==> config.mk <==
export PLATFORM = sky130hd
export DESIGN_NAME = pph_port
export DESIGN_NICKNAME = d
export VERILOG_FILES = /design/src/pph_pkg.sv /design/src/pph_port.sv /design/src/pph_fifo.sv
export SDC_FILE = /design/constraint.sdc
export NUM_CORES = 1
export LEC_CHECK = 0
export BUFFER_PORTS_ARGS = -buffer_cell sky130_fd_sc_hd__buf_2
export CORE_MARGIN = 2
export CORE_UTILIZATION = 34
export CTS_CLUSTER_SIZE = 25
export DETAILED_ROUTE_END_ITERATION = 8
export PLACE_DENSITY = 0.51
export SKIP_LAST_GASP = 1
export SYNTH_ARGS = -nofsm -noshare
export SYNTH_HDL_FRONTEND = slang
export SYNTH_HIERARCHICAL = 1
export SYNTH_SLANG_ARGS = --single-unit
==> constraint.sdc <==
create_clock -name CLK -period 2.92 [get_ports CLK]
set_input_delay 0.292 -clock CLK [delete_from_list [all_inputs] [get_ports CLK]]
set_output_delay 0.292 -clock CLK [all_outputs]
set_load 0.05 [all_outputs]
==> src/pph_pkg.sv <==
// Package for the parallel port handshake block
`default_nettype none
package pph_pkg;
  localparam int DATA_W = 8;
  localparam int FIFO_DEPTH = 16;
  localparam int FIFO_PTR_W = 4;
  localparam int N_W = 5;
  localparam int UNIT_CYC = 2;
  localparam int N_FIELD_LSB = 0;
  localparam logic [7:0] TX_PERIOD_RST = 8'h41;
  localparam logic [5:0] RX_ACK_TIMEOUT_UNITS = 6'h0F;
  localparam logic [5:0] RX_ACK_DELAY_UNITS = 6'h01;
  localparam logic [6:0] CNT_ZERO = 7'h00;

  typedef enum {
    PPH_IDLE, PPH_TX_SETUP, PPH_TX_STROBE, PPH_TX_WAIT_ACK, PPH_TX_WAIT_REL,
    PPH_RX_HOLD, PPH_RX_STROBE, PPH_RX_DONE
  } pph_state_type;

  typedef struct packed {
    logic [DATA_W-1:0] data;
    logic valid;
  } pph_byte_type;

  typedef struct packed {
    logic [2:0] ack_sync;
    logic ack_level;
    pph_state_type st;
    logic [6:0] cnt;
    logic strobe_n;
    logic busy;
    logic drive;
    logic [DATA_W-1:0] dout;
    logic [DATA_W-1:0] rx_data;
    logic rx_valid;
    logic [3*DATA_W-1:0] din_sync;
    logic ack_seen;
  } pph_core_type;
endpackage
`default_nettype wire

==> src/pph_port.sv <==
// Parallel port handshake engine: transmit and receive directions
`default_nettype none
// Operation
// (RULE1) Ack pin is always an input, strobe pin always an output.
// (RULE2) Transmit: strobe output is data strobe, receiver ack drives ack input.
// (RULE3) Receive: sender strobe enters ack input, its ack is our strobe.
// (RULE4) Strobe pulse lasts N times two clocks, N from low five bits.
// (RULE5) Transmit: next strobe waits for acknowledge of previous byte.
// (RULE6) Transmit: busy line is not used for flow control.
// (RULE7) Receive: busy rises on falling edge of incoming strobe.
// (RULE8) Receive: busy falls after our acknowledge pulse ends.
// (RULE9) Receive: acknowledge issued within fifteen two-clock units of strobe.
// (RULE10) Sender waits ten units after our ack falls before next strobe.
// (RULE11) Receive rate should make half bit exceed strobe width.
// (RULE12) Data bus driven only when transmitting; captured at incoming strobe.
module pph_port
  import pph_pkg::*;
(
  input wire logic CLK,
  input wire logic RST,
  input wire logic TX_MODE,
  input wire logic [7:0] TX_BIT_PERIOD_REG,
  input wire logic TX_VALID,
  output logic TX_READY,
  input wire logic [DATA_W-1:0] TX_DATA,
  output logic RX_VALID,
  output logic [DATA_W-1:0] RX_DATA,
  input wire logic PORT_ACK_IN_N,
  output logic PORT_STROBE_OUT_N,
  output logic PORT_BUSY_OUT,
  input wire logic [DATA_W-1:0] PORT_DATA_BUS_I,
  output logic [DATA_W-1:0] PORT_DATA_BUS_O,
  output logic PORT_DATA_BUS_OE
);
  pph_core_type s_q, s_d;
  logic f_valid, f_ready;
  logic [DATA_W-1:0] f_data;
  logic [N_W-1:0] n_field;
  logic [6:0] strobe_cycles;
  logic ack_fall, ack_rise, ack_agree;

  pph_fifo #(.WIDTH(DATA_W), .DEPTH(FIFO_DEPTH), .PW(FIFO_PTR_W)) u_fifo (
    .clk(CLK),
    .rst(RST),
    .in_valid(TX_VALID),
    .in_ready(TX_READY),
    .in_data(TX_DATA),
    .out_valid(f_valid),
    .out_ready(f_ready),
    .out_data(f_data)
  );

  // Field value zero stands for 32 units
  assign n_field = TX_BIT_PERIOD_REG[N_FIELD_LSB +: N_W];
  assign strobe_cycles = (n_field == '0) ? 7'(32 * UNIT_CYC) :
                         7'(n_field) * 7'(UNIT_CYC); // RULE4

  // Only stages two and three feed the edge detection
  assign ack_agree = (s_q.ack_sync[1] == s_q.ack_sync[2]);
  assign ack_fall = ack_agree && s_q.ack_level && !s_q.ack_sync[2];
  assign ack_rise = ack_agree && !s_q.ack_level && s_q.ack_sync[2];
  assign f_ready = (s_q.st == PPH_IDLE) && TX_MODE && f_valid;

  always_comb begin
    s_d = s_q;
    s_d.ack_sync = {s_q.ack_sync[1:0], PORT_ACK_IN_N}; // RULE1
    s_d.din_sync = {s_q.din_sync[2*DATA_W-1:0], PORT_DATA_BUS_I};
    if (ack_agree) s_d.ack_level = s_q.ack_sync[2];
    s_d.rx_valid = 1'b0;
    if (s_q.cnt != CNT_ZERO) s_d.cnt = s_q.cnt - 7'd1;
    case (s_q.st)
      PPH_IDLE: begin
        s_d.strobe_n = 1'b1;
        s_d.drive = TX_MODE; // RULE12
        if (!TX_MODE) s_d.busy = 1'b0;
        if (TX_MODE && f_valid) begin
          // Data is set up one unit before the strobe falls
          s_d.dout = f_data;
          s_d.cnt = 7'(UNIT_CYC);
          s_d.st = PPH_TX_SETUP;
        end else if (!TX_MODE && ack_fall) begin
          s_d.busy = 1'b1; // RULE7
          s_d.st = PPH_RX_HOLD;
        end
      end
      PPH_TX_SETUP: begin
        if (s_q.cnt <= 7'd1) begin
          s_d.strobe_n = 1'b0; // RULE2
          s_d.cnt = strobe_cycles;
          s_d.ack_seen = 1'b0;
          s_d.st = PPH_TX_STROBE;
        end
      end
      PPH_TX_STROBE: begin
        if (ack_fall) s_d.ack_seen = 1'b1;
        if (s_q.cnt <= 7'd1) begin
          s_d.strobe_n = 1'b1;
          s_d.st = PPH_TX_WAIT_ACK;
        end
      end
      PPH_TX_WAIT_ACK: begin
        // Busy is ignored here; only the acknowledge paces bytes
        if (ack_fall || s_q.ack_seen) s_d.st = PPH_TX_WAIT_REL; // RULE5 RULE6
      end
      PPH_TX_WAIT_REL: begin
        if (ack_rise || (s_q.ack_level && ack_agree)) s_d.st = PPH_IDLE; // RULE5
      end
      PPH_RX_HOLD: begin
        // Byte taken at the strobe's rising edge, inside the hold window
        if (ack_rise) begin
          s_d.rx_data = s_q.din_sync[3*DATA_W-1:2*DATA_W]; // RULE12
          s_d.rx_valid = 1'b1;
          s_d.cnt = 7'(RX_ACK_DELAY_UNITS) * 7'(UNIT_CYC);
          s_d.st = PPH_RX_STROBE;
        end
      end
      PPH_RX_STROBE: begin
        // Ack starts well inside the fifteen unit bound
        if (s_q.cnt <= 7'd1 && s_q.strobe_n) begin
          s_d.strobe_n = 1'b0; // RULE9 RULE3
          s_d.cnt = strobe_cycles; // RULE4
        end else if (s_q.cnt <= 7'd1) begin
          s_d.strobe_n = 1'b1;
          s_d.st = PPH_RX_DONE;
        end
      end
      PPH_RX_DONE: begin
        s_d.busy = 1'b0; // RULE8
        s_d.st = PPH_IDLE;
      end
      default: s_d.st = PPH_IDLE;
    endcase
  end

  always_ff @(posedge CLK) begin
    if (RST) begin
      s_q <= '0;
      s_q.ack_sync <= 3'h7;
      s_q.ack_level <= 1'b1;
      s_q.strobe_n <= 1'b1;
      s_q.st <= PPH_IDLE;
    end else begin
      s_q <= s_d;
    end
  end

  assign PORT_STROBE_OUT_N = s_q.strobe_n;
  assign PORT_BUSY_OUT = s_q.busy;
  assign PORT_DATA_BUS_O = s_q.dout;
  assign PORT_DATA_BUS_OE = s_q.drive;
  assign RX_VALID = s_q.rx_valid;
  assign RX_DATA = s_q.rx_data;
endmodule
`default_nettype wire

==> src/pph_fifo.sv <==
// Parameterised valid/ready FIFO for the transmit byte stream
`default_nettype none
module pph_fifo
  import pph_pkg::*;
#(
  parameter int WIDTH = 8,
  parameter int DEPTH = 16,
  parameter int PW = 4
) (
  input wire logic clk,
  input wire logic rst,
  input wire logic in_valid,
  output logic in_ready,
  input wire logic [WIDTH-1:0] in_data,
  output logic out_valid,
  input wire logic out_ready,
  output logic [WIDTH-1:0] out_data
);
  typedef struct packed {
    logic [PW-1:0] wr;
    logic [PW-1:0] rd;
    logic [PW:0] count;
    logic rdy;
  } pph_fifo_type;

  logic [WIDTH-1:0] mem [DEPTH];
  pph_fifo_type s_q, s_d;
  logic push, pop;

  // Ready is registered so no path runs from the count to the writer
  assign in_ready = s_q.rdy;
  assign out_valid = (s_q.count != '0);
  assign out_data = mem[s_q.rd];
  assign push = in_valid && in_ready;
  assign pop = out_valid && out_ready;

  always_comb begin
    s_d = s_q;
    if (push) s_d.wr = s_q.wr + PW'(1);
    if (pop) s_d.rd = s_q.rd + PW'(1);
    if (push && !pop) s_d.count = s_q.count + (PW+1)'(1);
    else if (pop && !push) s_d.count = s_q.count - (PW+1)'(1);
    s_d.rdy = (s_d.count != (PW+1)'(DEPTH));
  end

  always_ff @(posedge clk) begin
    if (rst) s_q <= '{wr: '0, rd: '0, count: '0, rdy: 1'b1};
    else s_q <= s_d;
    if (push) mem[s_q.wr] <= in_data;
  end
endmodule
`default_nettype wire

After elaboration in Yosys (flattened, before gate mapping)
Memories as Yosys holds them, arrays and structs flattened. A register that Yosys moved wholly into a read port is not among the register bits.
Cells that the tools add are included.

storage, ports and cells
  register bits after elaboration = 94
  RAM bits = 128
  input port bits = 29
  output and inout bits = 21
  word-level logic and storage cells = 105
  memories = 1

memories
  name        depth  bits a word  rd ports  clocked after Yosys merged registers in  wr ports  line            text
  u_fifo.mem  16     8            1         1                                        1         pph_fifo.sv:26  logic [WIDTH-1:0] mem [DEPTH];

cells by class
  add/sub/neg operators = 5
  order comparisons = 1
  equality and inequality tests = 18
  multiplexer cells = 30
  bitwise gates (word level) = 1
  reductions and logical operators = 34

operators by type and width
  cell                                                                              number
  32-bit 2-to-1 mux                                                                 7
  32-bit case mux with 7 select lines                                               1
  32-bit by 3-bit equality test with 1-bit output, second input constant            4
  32-bit by 2-bit equality test with 1-bit output, second input constant            2
  32-bit logical NOT                                                                2
  40-bit 2-to-1 mux                                                                 1
  39-bit 2-to-1 mux                                                                 1
  32-bit by 1-bit equality test with 1-bit output, second input constant            1
  7-bit 2-to-1 mux                                                                  4
  7-bit case mux with 4 select lines                                                1
  2-bit inequality test, second input constant                                      8
  1-bit logical AND                                                                 13
  1-bit 2-to-1 mux                                                                  10
  5-bit 2-to-1 mux                                                                  2
  4-bit by 1-bit adder with 4-bit output, second input constant                     2
  8-bit AND reduction                                                               1
  7-bit by 1-bit less-or-equal comparator with 1-bit output, second input constant  1
  7-bit nonzero test                                                                1
  7-bit by 1-bit subtractor with 7-bit output, second input constant                1
  2-bit AND reduction                                                               3
  5-bit by 1-bit adder with 5-bit output, second input constant                     1
  1-bit logical NOT                                                                 5
  5-bit logical NOT                                                                 1
  5-bit inequality test, second input constant                                      1
  12 further kinds                                                                  15

Longest topological paths before layout
Gate-level depths: netlist of the first run.

  depth after elaboration = 8
  depth in mapped cells = 11
  mapped depth without buffers = 10

Cells and area by module
Netlist of the first run, hierarchy kept.

by module, submodules not included
  module    instances  cells each  area each (µm²)  seq. area each (µm²)
  pph_fifo  1          284         5721.7           4204.0
  pph_port  1          258         2402.3           1181.1

Least setup slack after synthesis of the first run
OpenSTA, ideal clock, no wires.

  path type = flip-flop to flip-flop
  from = register u_fifo/s_q[1] in the netlist's numbering
  to = register u_fifo.s_q (netlist bit u_fifo/in_ready)
  library setup time = 0.131 ns
  arrival = 2.444 ns
  setup slack = 0.345 ns
  stages on the path, launching flop included = 12
  path buffers = 1
  path through = dfxtp_1 -> inv_1 -> ha_1 -> or4b_1 -> buf_2 -> nand3_1 -> inv_2 -> and4b_1 -> a21oi_1 -> a2111oi_0 -> and2_1 -> nand4_1

between the ends
  cells in the longest elaborated chain, start to end = 7
  elaborated cells on any way between the ends = 11
  classes of those cells = add/sub (2); eq/ne (1); mux (2); reduce/logical (6)

ends and longest elaborated chain
  item                                                    line                            text
  from (decl)                                             pph_fifo.sv:27                  pph_fifo_type s_q, s_d;
  from (signal assigned)                                  pph_fifo.sv:47                  if (rst) s_q <= '{wr: '0, rd: '0, count: '0, rdy: 1'b1};
  5-bit nonzero test (*)                                  pph_fifo.sv:32                  assign out_valid = (s_q.count != '0);
  net f_valid                                             pph_port.sv:36                  logic f_valid, f_ready;
  1-bit logical AND (*)                                   pph_port.sv:62                  assign f_ready = (s_q.st == PPH_IDLE) && TX_MODE && f_valid;
  net f_ready                                             pph_port.sv:36
  1-bit logical AND (*)                                   pph_fifo.sv:35                  assign pop = out_valid && out_ready;
  1-bit logical AND or 1-bit logical NOT (tied branches)  pph_fifo.sv:42, pph_fifo.sv:41
  5-bit 2-to-1 mux or 1-bit logical AND (tied branches)   pph_fifo.sv:42, pph_fifo.sv:41
  5-bit 2-to-1 mux (*)                                    pph_fifo.sv:41                  if (push && !pop) s_d.count = s_q.count + (PW+1)'(1);
  5-bit inequality test (*)                               pph_fifo.sv:43                  s_d.rdy = (s_d.count != (PW+1)'(DEPTH));

Mark *: on every way through the listed nets, which the timed path passes. The rest lies on a longest branch.
A chain may end at the register's enable or synchronous reset.

Final worst setup path of the first run
Ends and elaborated chain as after synthesis.

==> impl_metrics.json, run 1 <==
{
  "ys_warn_count": 6,
  "worst_slew_pin_slew_ns": 0.764,
  "top_layer_used": "met4",
  "dpl_cell_area_um2": 8590,
  "cp_max_fo": 5,
  "grt_max_degree": 43,
  "antenna_cells": 0,
  "antenna_found_initial": 0,
  "min_period_over_period": 0.864,
  "hold_viol_final": 0,
  "rrSetupSlack_ns": 0.40,
  "rr_worst_depth": 10,
  "root_buffer": "clkbuf_16",
  "area_delta_synth_final_pct": 14.8,
  "cp_slowest_cell": "a2111oi_0",
  "fin_ws_ns": 0.396,
  "grt_pass1_vias": 4293,
  "min_path_cells": 2,
  "gp_congestion": 0.795,
  "drive_above_1_share": 0.219,
  "synthesis.area_um2": 8120,
  "finalSetupViolCount": 0,
  "numCtsBuffers": 22,
  "fp.dieW_um": 159,
  "powerDensity_nw_per_um2": 777,
  "ys_ff_latch": 205,
  "dp_hpwl_um": 10500,
  "clkSinkCount": 205,
  "slew_headroom": 0.491,
  "start_util": 0.346,
  "track_usage": 0.127,
  "portBuffers": 46,
  "fin_area_um2": 9320,
  "hold_path.class": "in2reg",
  "clkTransAtPathRegs_ns": 0.06,
  "slowest_delay_ns": 0.51,
  "hp-start": "PORT_DATA_BUS_I[6]",
  "syn_nets": 582,
  "grt_first_pass_wirelength_um": 24300,
  "max_freq_ghz": 0.396,
  "wl_met3_um": 739,
  "avgSynthCellArea_um2": 15.0,
  "ctsLongestPathBuffers": 3,
  "crit_path_end_kind": "register",
  "final_common_cell": "edfxtp_1",
  "worstPathArrival_ns": 2.88,
  "wl_met2_um": 7430,
  "antenna_left": 0,
  "met1Wirelength_um": 7110,
  "pin_count": 50,
  "die-area_um2": 25100,
  "finalSetupTns_ns": 0,
  "post_drt_wl_per_cell_um": 17.0,
  "row_count": 56,
  "synth_ff_type": "edfxtp_1",
  "via_per_inst": 4.78,
  "most-common-layout-cells": "edfxtp_1 (128), dfxtp_1 (76), buf_2 (46)",
  "min_to": "s_d[15]",
  "ir_worst_vdd_mv": 0.333,
  "rsz0062_at_grt": "no",
  "grt_overflow": 0,
  "wl_um": 15600,
  "timing.rr.end": "u_fifo/in_ready",
  "crit_chain": "inv_1 -> ha_1 -> or4b_1 -> nand3_1 -> inv_2 -> and4b_1 -> a21oi_1 -> a2111oi_0 -> and2_1 -> nand4_1",
  "timing.rr.start": "u_fifo/s_q[1]",
  "path_class": "reg2reg",
  "drt_iter0_markers": 326,
  "period_minus_slack_ns": 2.52,
  "leakagePower_uw": 0.00321,
  "clk_latency_ns": 0.51,
  "worstPathRequired_ns": 3.28,
  "syn_inst": 542,
  "die_h_um": 159,
  "drt_drc_violations_left": 0,
  "core_um2": 23500,
  "nets": 624,
  "maxSlewViolCount": 0,
  "drt_pre_antenna_iters": 4,
  "outcome": "completed",
  "vias": 4386,
  "synthArstFlopShare": 0,
  "dpl_worst_slack_ns": 0.340,
  "synth_cell_types": 57,
  "synth_edf_count": 128,
  "cap_viol_max_count": 0,
  "tritoncts": "built",
  "cts_resized": 0,
  "start_kind": "register",
  "seq_area_frac_synth": 0.663,
  "htree_levels": 1,
  "skew_ns": 0.0217
}
-- critical path: cells and delay by family (launching register included) --
| family | cells | cell delay (ns) |
|---|---|---|
| adder cells (fa/ha/maj) | 1 | 0.16 |
| flip-flops | 1 | 0.36 |
| AO/OA/AOI/OAI | 2 | 0.58 |
| buffers and inverters | 2 | 0.13 |
| AND/OR/NAND/NOR | 5 | 1.16 |
-- timing repair --
| action | CTS | global route |
|---|---|---|
| endpoints found under the hold margin | 5 | 0 |
| buffers inserted | 0 | 0 |
| hold buffers | 5 | 0 |
| endpoints found under the setup margin | 0 | 0 |
-- layer usage --
| metal | vias up | global-route usage |
|---|---|---|
| li1 | 2091 | - |
| met4 | 0 | 0.0386 |
| met3 | 20 | 0.0223 |
| met2 | 90 | 0.201 |
| met1 | 2185 | 0.178 |
| met5 | - | 0 |
-- sequential cells by signal, summed over array words and instances (netlist names), named ones only --
| signal | flops |
|---|---|
| s_q | 21 |
| s_d | 18 |
| RX_VALID | 1 |
| PORT_STROBE_OUT_N | 1 |
| RX_DATA | 8 |
| PORT_DATA_BUS_OE | 1 |
| PORT_BUSY_OUT | 1 |
| u_fifo/in_ready | 1 |
| PORT_DATA_BUS_O | 8 |
| u_fifo/s_q | 13 |
| u_fifo/mem | 128 |
-- cell families after synthesis --
group | Yosys count | synth area share
AND/OR/NAND/NOR | 155 | 0.103
XOR/XNOR | 14 | 0.0151
AO/OA/AOI/OAI | 53 | 0.0437
flip-flops | 205 | 0.663
buffers and inverters | 53 | 0.0342
multiplexers | 50 | 0.123
adder cells (fa/ha/maj) | 12 | 0.0182
-- area by class of cell --
type                    count  area, um2
clock buffers              28        594
clock inverters            10       83.8
fillers                  2199      14100
inverters                  12       45.0
multi-input cells         284       2460
flip-flops and latches    205       5390
well taps                 319        399
repair buffers             59        353
-- how the worst max path moves through the flow --
stage                  startpoint               to  slack (ns)  depth (start not counted)
CTS                 u_fifo/s_q[1]  u_fifo/in_ready        0.32                         10
detailed placement  u_fifo/s_q[1]  u_fifo/in_ready        0.34                         10
global route        u_fifo/s_q[1]  u_fifo/in_ready        0.12                         10
finish              u_fifo/s_q[1]  u_fifo/in_ready        0.40                         10
global placement    u_fifo/s_q[1]  u_fifo/in_ready        0.42                         10
floorplan           u_fifo/s_q[1]  u_fifo/in_ready        0.35                         11
-- synthesized netlist by cell type (2+ instances only) --
| cell type | instances | area share |
|---|---|---|
| ha_1 | 11 | 0.017 |
| inv_1 | 8 | 0.0037 |
| buf_2 | 6 | 0.0037 |
| nand2b_1 | 4 | 0.0031 |
| or3_1 | 2 | 0.0015 |
| o21bai_1 | 2 | 0.0018 |
| inv_2 | 3 | 0.0014 |
| a211o_1 | 2 | 0.0022 |
| nor2_1 | 34 | 0.016 |
| and3_1 | 9 | 0.0069 |
| mux4_2 | 40 | 0.11 |
| and2_1 | 14 | 0.011 |
| buf_1 | 3 | 0.0014 |
| a21oi_1 | 22 | 0.014 |
| a32o_1 | 2 | 0.0025 |
| o21ai_0 | 3 | 0.0018 |
| nor3_1 | 10 | 0.0062 |
| nand4_1 | 2 | 0.0015 |
| a21o_1 | 3 | 0.0028 |
| clkbuf_1 | 14 | 0.0065 |
| or2_1 | 3 | 0.0023 |
| mux2i_1 | 10 | 0.012 |
| a2111oi_0 | 2 | 0.0022 |
| nand3b_1 | 2 | 0.0018 |
| edfxtp_1 | 128 | 0.47 |
| xor2_1 | 5 | 0.0054 |
| o2bb2ai_1 | 3 | 0.0032 |
| nand2_1 | 31 | 0.014 |
| nand3_1 | 2 | 0.0012 |
| o311a_1 | 2 | 0.0025 |
| dfxtp_1 | 77 | 0.19 |
| xnor2_1 | 9 | 0.0097 |
| buf_4 | 17 | 0.016 |
| nand4b_1 | 2 | 0.0022 |
| a31oi_1 | 4 | 0.0031 |
| nor3b_1 | 4 | 0.0037 |
| nor2b_1 | 27 | 0.021 |
-- metrics by stage --
| stage | hold WS, ns | util | std cells | total power [uW] |
|---|---|---|---|---|
| 2_1_floorplan | 0.361 | - | 542 | 4400 |
| 4_1_cts | 0.00378 | 0.397 | 917 | 7340 |
| 3_5_place_dp | 0.406 | 0.366 | 874 | 4700 |
| 3_3_place_gp | 0.405 | 0.366 | 874 | 4670 |
| 6_report | 0.0241 | 0.397 | 917 | 7250 |
| 5_1_grt | 0.0161 | 0.397 | 917 | 7610 |
-- power by group --
group	switching, uW	internal (uW)	total [uW]
registers	140	3210	3350
logic	732	557	1290
clock network	1080	1530	2610
total	1950	5290	7250
(Power assumes the default switching activity.)
==> inputs of run 2 (changes only) <==
BUFFER_PORTS_ARGS = not set   (was -buffer_cell sky130_fd_sc_hd__buf_2)
DONT_BUFFER_PORTS = 1   (was not set)
PLACE_DENSITY = 0.49   (was 0.51)
==> run 2 against run 1 <==
  * Sequential share of layout area fell by 0.42 points
  * Power rose by 3.4%
  * Clock power rose by 10%
  * Flip-flop and latch count did not move
  * Global-route usage rose by 0.45 points
  * Core utilization rose by 0.29 points
  * Non-clock buffer count fell by 28
  * Clock skew fell by 0.0050 ns
  * Register-to-register slack got worse by 0.20 ns
  * Routed wire length rose by 5.9%
  * Cell count fell by 2.4%
==> impl_metrics.json, run 2 (same netlist as run 1, synthesis figures left out) <==
{
  "grt_first_pass_wirelength_um": 25000,
  "crit_chain": "inv_1 -> ha_1 -> or4b_1 -> nand3_1 -> inv_2 -> and4b_1 -> a21oi_1 -> a2111oi_0 -> and2_1 -> nand4_1",
  "whs_ns": 0.0255,
  "root_buffer": "clkbuf_16",
  "vias": 4364,
  "grt_max_degree": 66,
  "cp_slowest_cell": "a2111oi_0",
  "crit_path_end_kind": "register",
  "min_period_over_period": 0.931,
  "numCtsBuffers": 24,
  "worstPathRequired_ns": 3.29,
  "ctsLongestPathBuffers": 3,
  "timing.rr.start": "u_fifo/s_q[1]",
  "drt_pre_antenna_iters": 4,
  "row_count": 56,
  "nets": 598,
  "path_class": "reg2reg",
  "drt_drc_violations_left": 0,
  "worstPathArrival_ns": 3.09,
  "clk_latency_ns": 0.51,
  "max_freq_ghz": 0.368,
  "postCtsSetupRepairBufs": 0,
  "dp_hpwl_um": 10300,
  "worst_slew_pin_slew_ns": 0.673,
  "start_util": 0.346,
  "die_h_um": 159,
  "cap_viol_max_count": 0,
  "cp_max_fo": 5,
  "pin_count": 50,
  "area_delta_synth_final_pct": 15.6,
  "finalSetupViolCount": 0,
  "core_um2": 23500,
  "crit_family": "simple AND/OR/NAND/NOR gates",
  "finalSetupTns_ns": 0,
  "powerDensity_nw_per_um2": 798,
  "track_usage": 0.131,
  "nFillCells": 2185,
  "rsz0062_at_grt": "no",
  "fp.dieW_um": 159,
  "drt_iter0_markers": 401,
  "antenna_found_initial": 3,
  "clkSinkCount": 205,
  "hold_path.class": "in2reg",
  "via_per_inst": 4.88,
  "portBuffers": 0,
  "skew_ns": 0.0167,
  "gp_congestion": 0.781,
  "drive_above_1_share": 0.159,
  "outcome": "completed",
  "final_common_cell": "edfxtp_1",
  "ir_worst_vdd_mv": 0.439,
  "slew_headroom": 0.540,
  "maxSlewViolCount": 0,
  "grt_pass1_vias": 4252,
  "grt_overflow": 0,
  "cts_hold_buf": 23,
  "period_minus_slack_ns": 2.72,
  "most-common-layout-cells": "edfxtp_1 (128), dfxtp_1 (76), mux4_2 (40)",
  "startpoint": "u_fifo/s_q[1]",
  "hold_viol_final": 0,
  "clkTransAtPathRegs_ns": 0.06,
  "tritoncts": "built",
  "htree_levels": 1,
  "wl_um": 16500,
  "hp-start": "RST",
  "start_kind": "register",
  "dpl_worst_slack_ns": 0.215,
  "antenna_left": 0,
  "cts_resized": 0,
  "crit_buf_inv": 2,
  "top_register": "u_fifo/mem",
  "die-area_um2": 25100,
  "post_drt_wl_per_cell_um": 18.4,
  "leakagePower_uw": 0.00313,
  "slowest_delay_ns": 0.65,
  "fin_ws_ns": 0.200,
  "largest_register_ffs": 128
}
-- run 2: worst reg2reg max path, cell delays in order, from the launching register on --
cell and delay [ns]:
dfxtp_1 0.36, inv_1 0.09, ha_1 0.17, or4b_1 0.47
nand3_1 0.14, inv_2 0.07, and4b_1 0.26, a21oi_1 0.07
a2111oi_0 0.65, and2_1 0.22, nand4_1 0.10
-- run 2: worst paths after layout --
kind | end | slack [ns] | depth (start not counted)
min reg2reg | s_d[87] | 0.41 | 1
max | u_fifo/in_ready | 0.20 | 10
min | s_q[47] | 0.03 | 2
max reg2reg | u_fifo/in_ready | 0.20 | 10
-- run 2: area by class of cell --
cell class | instances | area [um2] | share of cell area
Clock inverter | 8 | 81.3 | 0.00866
Inverter | 12 | 45.0 | 0.00480
Timing Repair Buffer | 31 | 320 | 0.0341
Multi-Input combinational cell | 284 | 2460 | 0.262
Tap cell | 319 | 399 | 0.0425
Sequential cell | 205 | 5390 | 0.574
Clock buffer | 34 | 692 | 0.0737
Antenna cell | 2 | 5.00 | 0.000533
-- run 2: routing by layer --
metal  part of all wire  track usage  vias up
met2               0.46        0.208       85
met4              0.016       0.0309        2
met5            0.00079            0        -
li1                   -            -     2040
met3              0.063       0.0338       29
met1               0.46        0.181     2208
-- run 2: metrics by stage --
step | utilization | power, uW | instance area, um2 | cells
after floorplan | - | 4400 | 8120 | 542
after global placement | 0.356 | 4590 | 8360 | 828
after detailed placement | 0.356 | 4620 | 8360 | 828
after CTS | 0.400 | 7590 | 9390 | 893
after global routing | 0.400 | 7850 | 9390 | 894
final | 0.400 | 7490 | 9390 | 895
-- run 2: report_power, final --
part	leakage, uW	switching, uW	internal (uW)
Sequential	0.00179	277	3210
Combinational	0.000969	594	542
Clock	0.000376	1130	1740
Total	0.00313	2000	5490
==> inputs of run 3 (changes only) <==
CELL_PAD_IN_SITES_DETAIL_PLACEMENT = 0   (was not set)
CELL_PAD_IN_SITES_GLOBAL_PLACEMENT = 1   (was not set)
PLACE_DENSITY = 0.56   (was 0.49)
SYNTH_HIERARCHICAL = not set   (was 1)
==> run 3 against run 2 <==
  * Clock-buffer cell count is 3 lower
  * Critical path depth is 3 lower
  * Clock power increased by 7.7%
  * Setup slack improved by 0.53 ns
  * Routed wire length is 1.7% higher
  * Synthesized cell count is 5.5% higher
  * Synthesized area increased by 0.37%
  * Non-clock buffer count is 14 higher
  * Cell area up 1.9%
  * Sequential power barely moved
==> impl_metrics.json, run 3 <==
{
  "start_kind": "register",
  "ctsLongestPathBuffers": 3,
  "row_count": 56,
  "numCtsBuffers": 24,
  "grt_pass1_vias": 4591,
  "leakagePower_uw": 0.00325,
  "gp_congestion": 0.752,
  "synth_common_cells": "edfxtp_1 (128), dfxtp_1 (73), nor2_1 (58)",
  "synth_largest_area_cell": "edfxtp_1",
  "min_period_over_period": 0.751,
  "core_um2": 23500,
  "worstPathRequired_ns": 3.30,
  "outcome": "completed",
  "avgSynthCellArea_um2": 14.3,
  "grt_overflow": 0,
  "dp_hpwl_um": 10600,
  "crit_chain": "inv_1 -> ha_1 -> or4b_4 -> nand2_2 -> mux2i_1 -> xor2_1 -> nand4_1",
  "grt_max_degree": 68,
  "tritoncts": "built",
  "rsz0062_at_grt": "no",
  "seqPwrFrac": 0.421,
  "die_h_um": 159,
  "swShare": 0.291,
  "top_register": "u_fifo.mem",
  "crit_path_end_kind": "register",
  "ir_worst_vdd_mv": 0.344,
  "worst_slew_pin_slew_ns": 0.770,
  "post-route-util": 0.407,
  "fp.dieW_um": 159,
  "fin_area_um2": 9570,
  "largest_register_ffs": 128,
  "drt_pre_antenna_iters": 4,
  "crit_buf_inv": 1,
  "synthesis.area_um2": 8150,
  "synthArstFlopShare": 0,
  "finalSetupTns_ns": 0,
  "clkTransAtPathRegs_ns": 0.06,
  "dpl_cell_area_um2": 8480,
  "skew_ns": 0.0123,
  "p_comb_frac": 0.209,
  "yosysMostFrequentCell": "edfxtp_1",
  "clk_latency_ns": 0.52,
  "synth_edf_count": 128,
  "hold_path.class": "in2reg",
  "dpl_worst_slack_ns": 0.721,
  "area_delta_synth_final_pct": 17.4,
  "dp.cells": 869,
  "antenna_found_initial": 0,
  "root_buffer": "clkbuf_16",
  "hold_viol_final": 0,
  "synth_cell_types": 59,
  "stdcell_count": 936,
  "worstPathArrival_ns": 2.58,
  "maxSlewViolCount": 0,
  "finalSetupViolCount": 0,
  "cap_viol_max_count": 0,
  "path_class": "reg2reg",
  "max_freq_ghz": 0.456,
  "drive_above_1_share": 0.188,
  "synth_top_area_share": 0.471,
  "syn_inst": 572,
  "ys_warn_count": 0,
  "wl_um": 16800,
  "cp_max_fo": 19,
  "antenna_cells": 0,
  "track_usage": 0.133,
  "grt_first_pass_wirelength_um": 26300,
  "most-common-layout-cells": "edfxtp_1 (128), dfxtp_1 (72), nor2_1 (58)",
  "nets": 642,
  "die-area_um2": 25200,
  "crit_family": "simple AND/OR/NAND/NOR gates",
  "vias": 4570,
  "drt_drc_violations_left": 0,
  "via_per_inst": 4.88,
  "netlist_top_cells_area": "edfxtp_1 (47%), dfxtp_1 (18%), mux4_2 (8.8%), nor2_1 (2.7%), nor2b_1 (2.1%)",
  "syn_nets": 614,
  "slowest_delay_ns": 0.50,
  "portBuffers": 0,
  "start_util": 0.346,
  "switchingPower_uw": 2430,
  "cp_slowest_cell": "or4b_4",
  "period_minus_slack_ns": 2.19,
  "antenna_left": 0,
  "final_common_cell": "edfxtp_1",
  "synth_ff_type": "edfxtp_1",
  "powerDensity_nw_per_um2": 873,
  "seq_area_frac_synth": 0.651,
  "pin_count": 50,
  "fin_ws_ns": 0.728,
  "htree_levels": 1,
  "ys_ff_latch": 201,
  "intPower_uw": 5930,
  "clock_power_share": 0.370,
  "post_drt_wl_per_cell_um": 17.9,
  "clkSinkCount": 201,
  "slew_headroom": 0.485,
  "drt_iter0_markers": 270
}
run 3: changes by cell type in the layout (fill, tap and decap cells not counted), sizes merged, moves of 4 or more:
cell   delta
and3      -8
dfxtp     -4
a22oi    +16
mux4      -8
buf      +13
a21oi     +9
and2     -13
nand3     +6
nand2     -7
nor2     +25
run 3: area by class of cell:
type | count | area (um2)
Fill cell | 2205 | 14000
Multi-Input combinational cell | 316 | 2550
Clock inverter | 12 | 148
Inverter | 12 | 45.0
Sequential cell | 201 | 5310
Clock buffer | 31 | 692
Timing Repair Buffer | 45 | 428
Tap cell | 319 | 399
run 3: power groups by stage:
| stage | Sequential (uW) | Combinational [uW] | Clock [uW] |
|---|---|---|---|
| after global placement | 3570 | 1670 | 0 |
| after detailed placement | 3580 | 1700 | 0 |
| final | 3520 | 1750 | 3090 |
| after CTS | 3520 | 1780 | 3170 |
| after floorplan | 3410 | 1520 | 0 |
| after global routing | 3550 | 1950 | 3280 |
run 3: per-stage QoR:
step / power [uW] / hold WS [ns]
final: 8360 / 0.0299
after CTS: 8470 / 0.00296
after global placement: 5250 / 0.369
after global routing: 8780 / 0.0329
after floorplan: 4930 / 0.389
after detailed placement: 5280 / 0.369
run 3: timing repair:
item | 4_1_cts | 5_1_grt
resized for setup | 0 | 0
setup buffers | 0 | 0
hold buffers | 24 | 0
hold endpoints to repair | 199 | 0
run 3: cell families after synthesis:
logic type,synth area share
compound gates,0.0649
xor+xnor,0.0161
fa+ha+maj,0.0199
buf+inv,0.0367
flops,0.651
mux,0.103
simple gates,0.109
run 3: worst reg2reg max path, cell delays in order (launching register included):
cell and delay, ns:
dfxtp_1 0.37, inv_1 0.10, ha_1 0.19, or4b_4 0.50, nand2_2 0.33, mux2i_1 0.26, xor2_1 0.22, nand4_1 0.11
run 3: worst paths after layout:
path,end,slack [ns],cells after the start,start
min reg2reg,s_d[87],0.41,1,s_d[86]
min,PORT_BUSY_OUT,0.03,2,TX_MODE
max reg2reg,u_fifo.in_ready,0.73,7,u_fifo.s_q[1]
max,u_fifo.in_ready,0.73,7,u_fifo.s_q[1]
run 3: routing by layer:
metal | global-route usage | part of all wire | vias to the layer above
met1 | 0.185 | 0.47 | 2296
met2 | 0.211 | 0.46 | 76
met4 | 0.0413 | 0.028 | 0
met5 | 0 | 0 | -
li1 | - | - | 2170
met3 | 0.0251 | 0.045 | 28
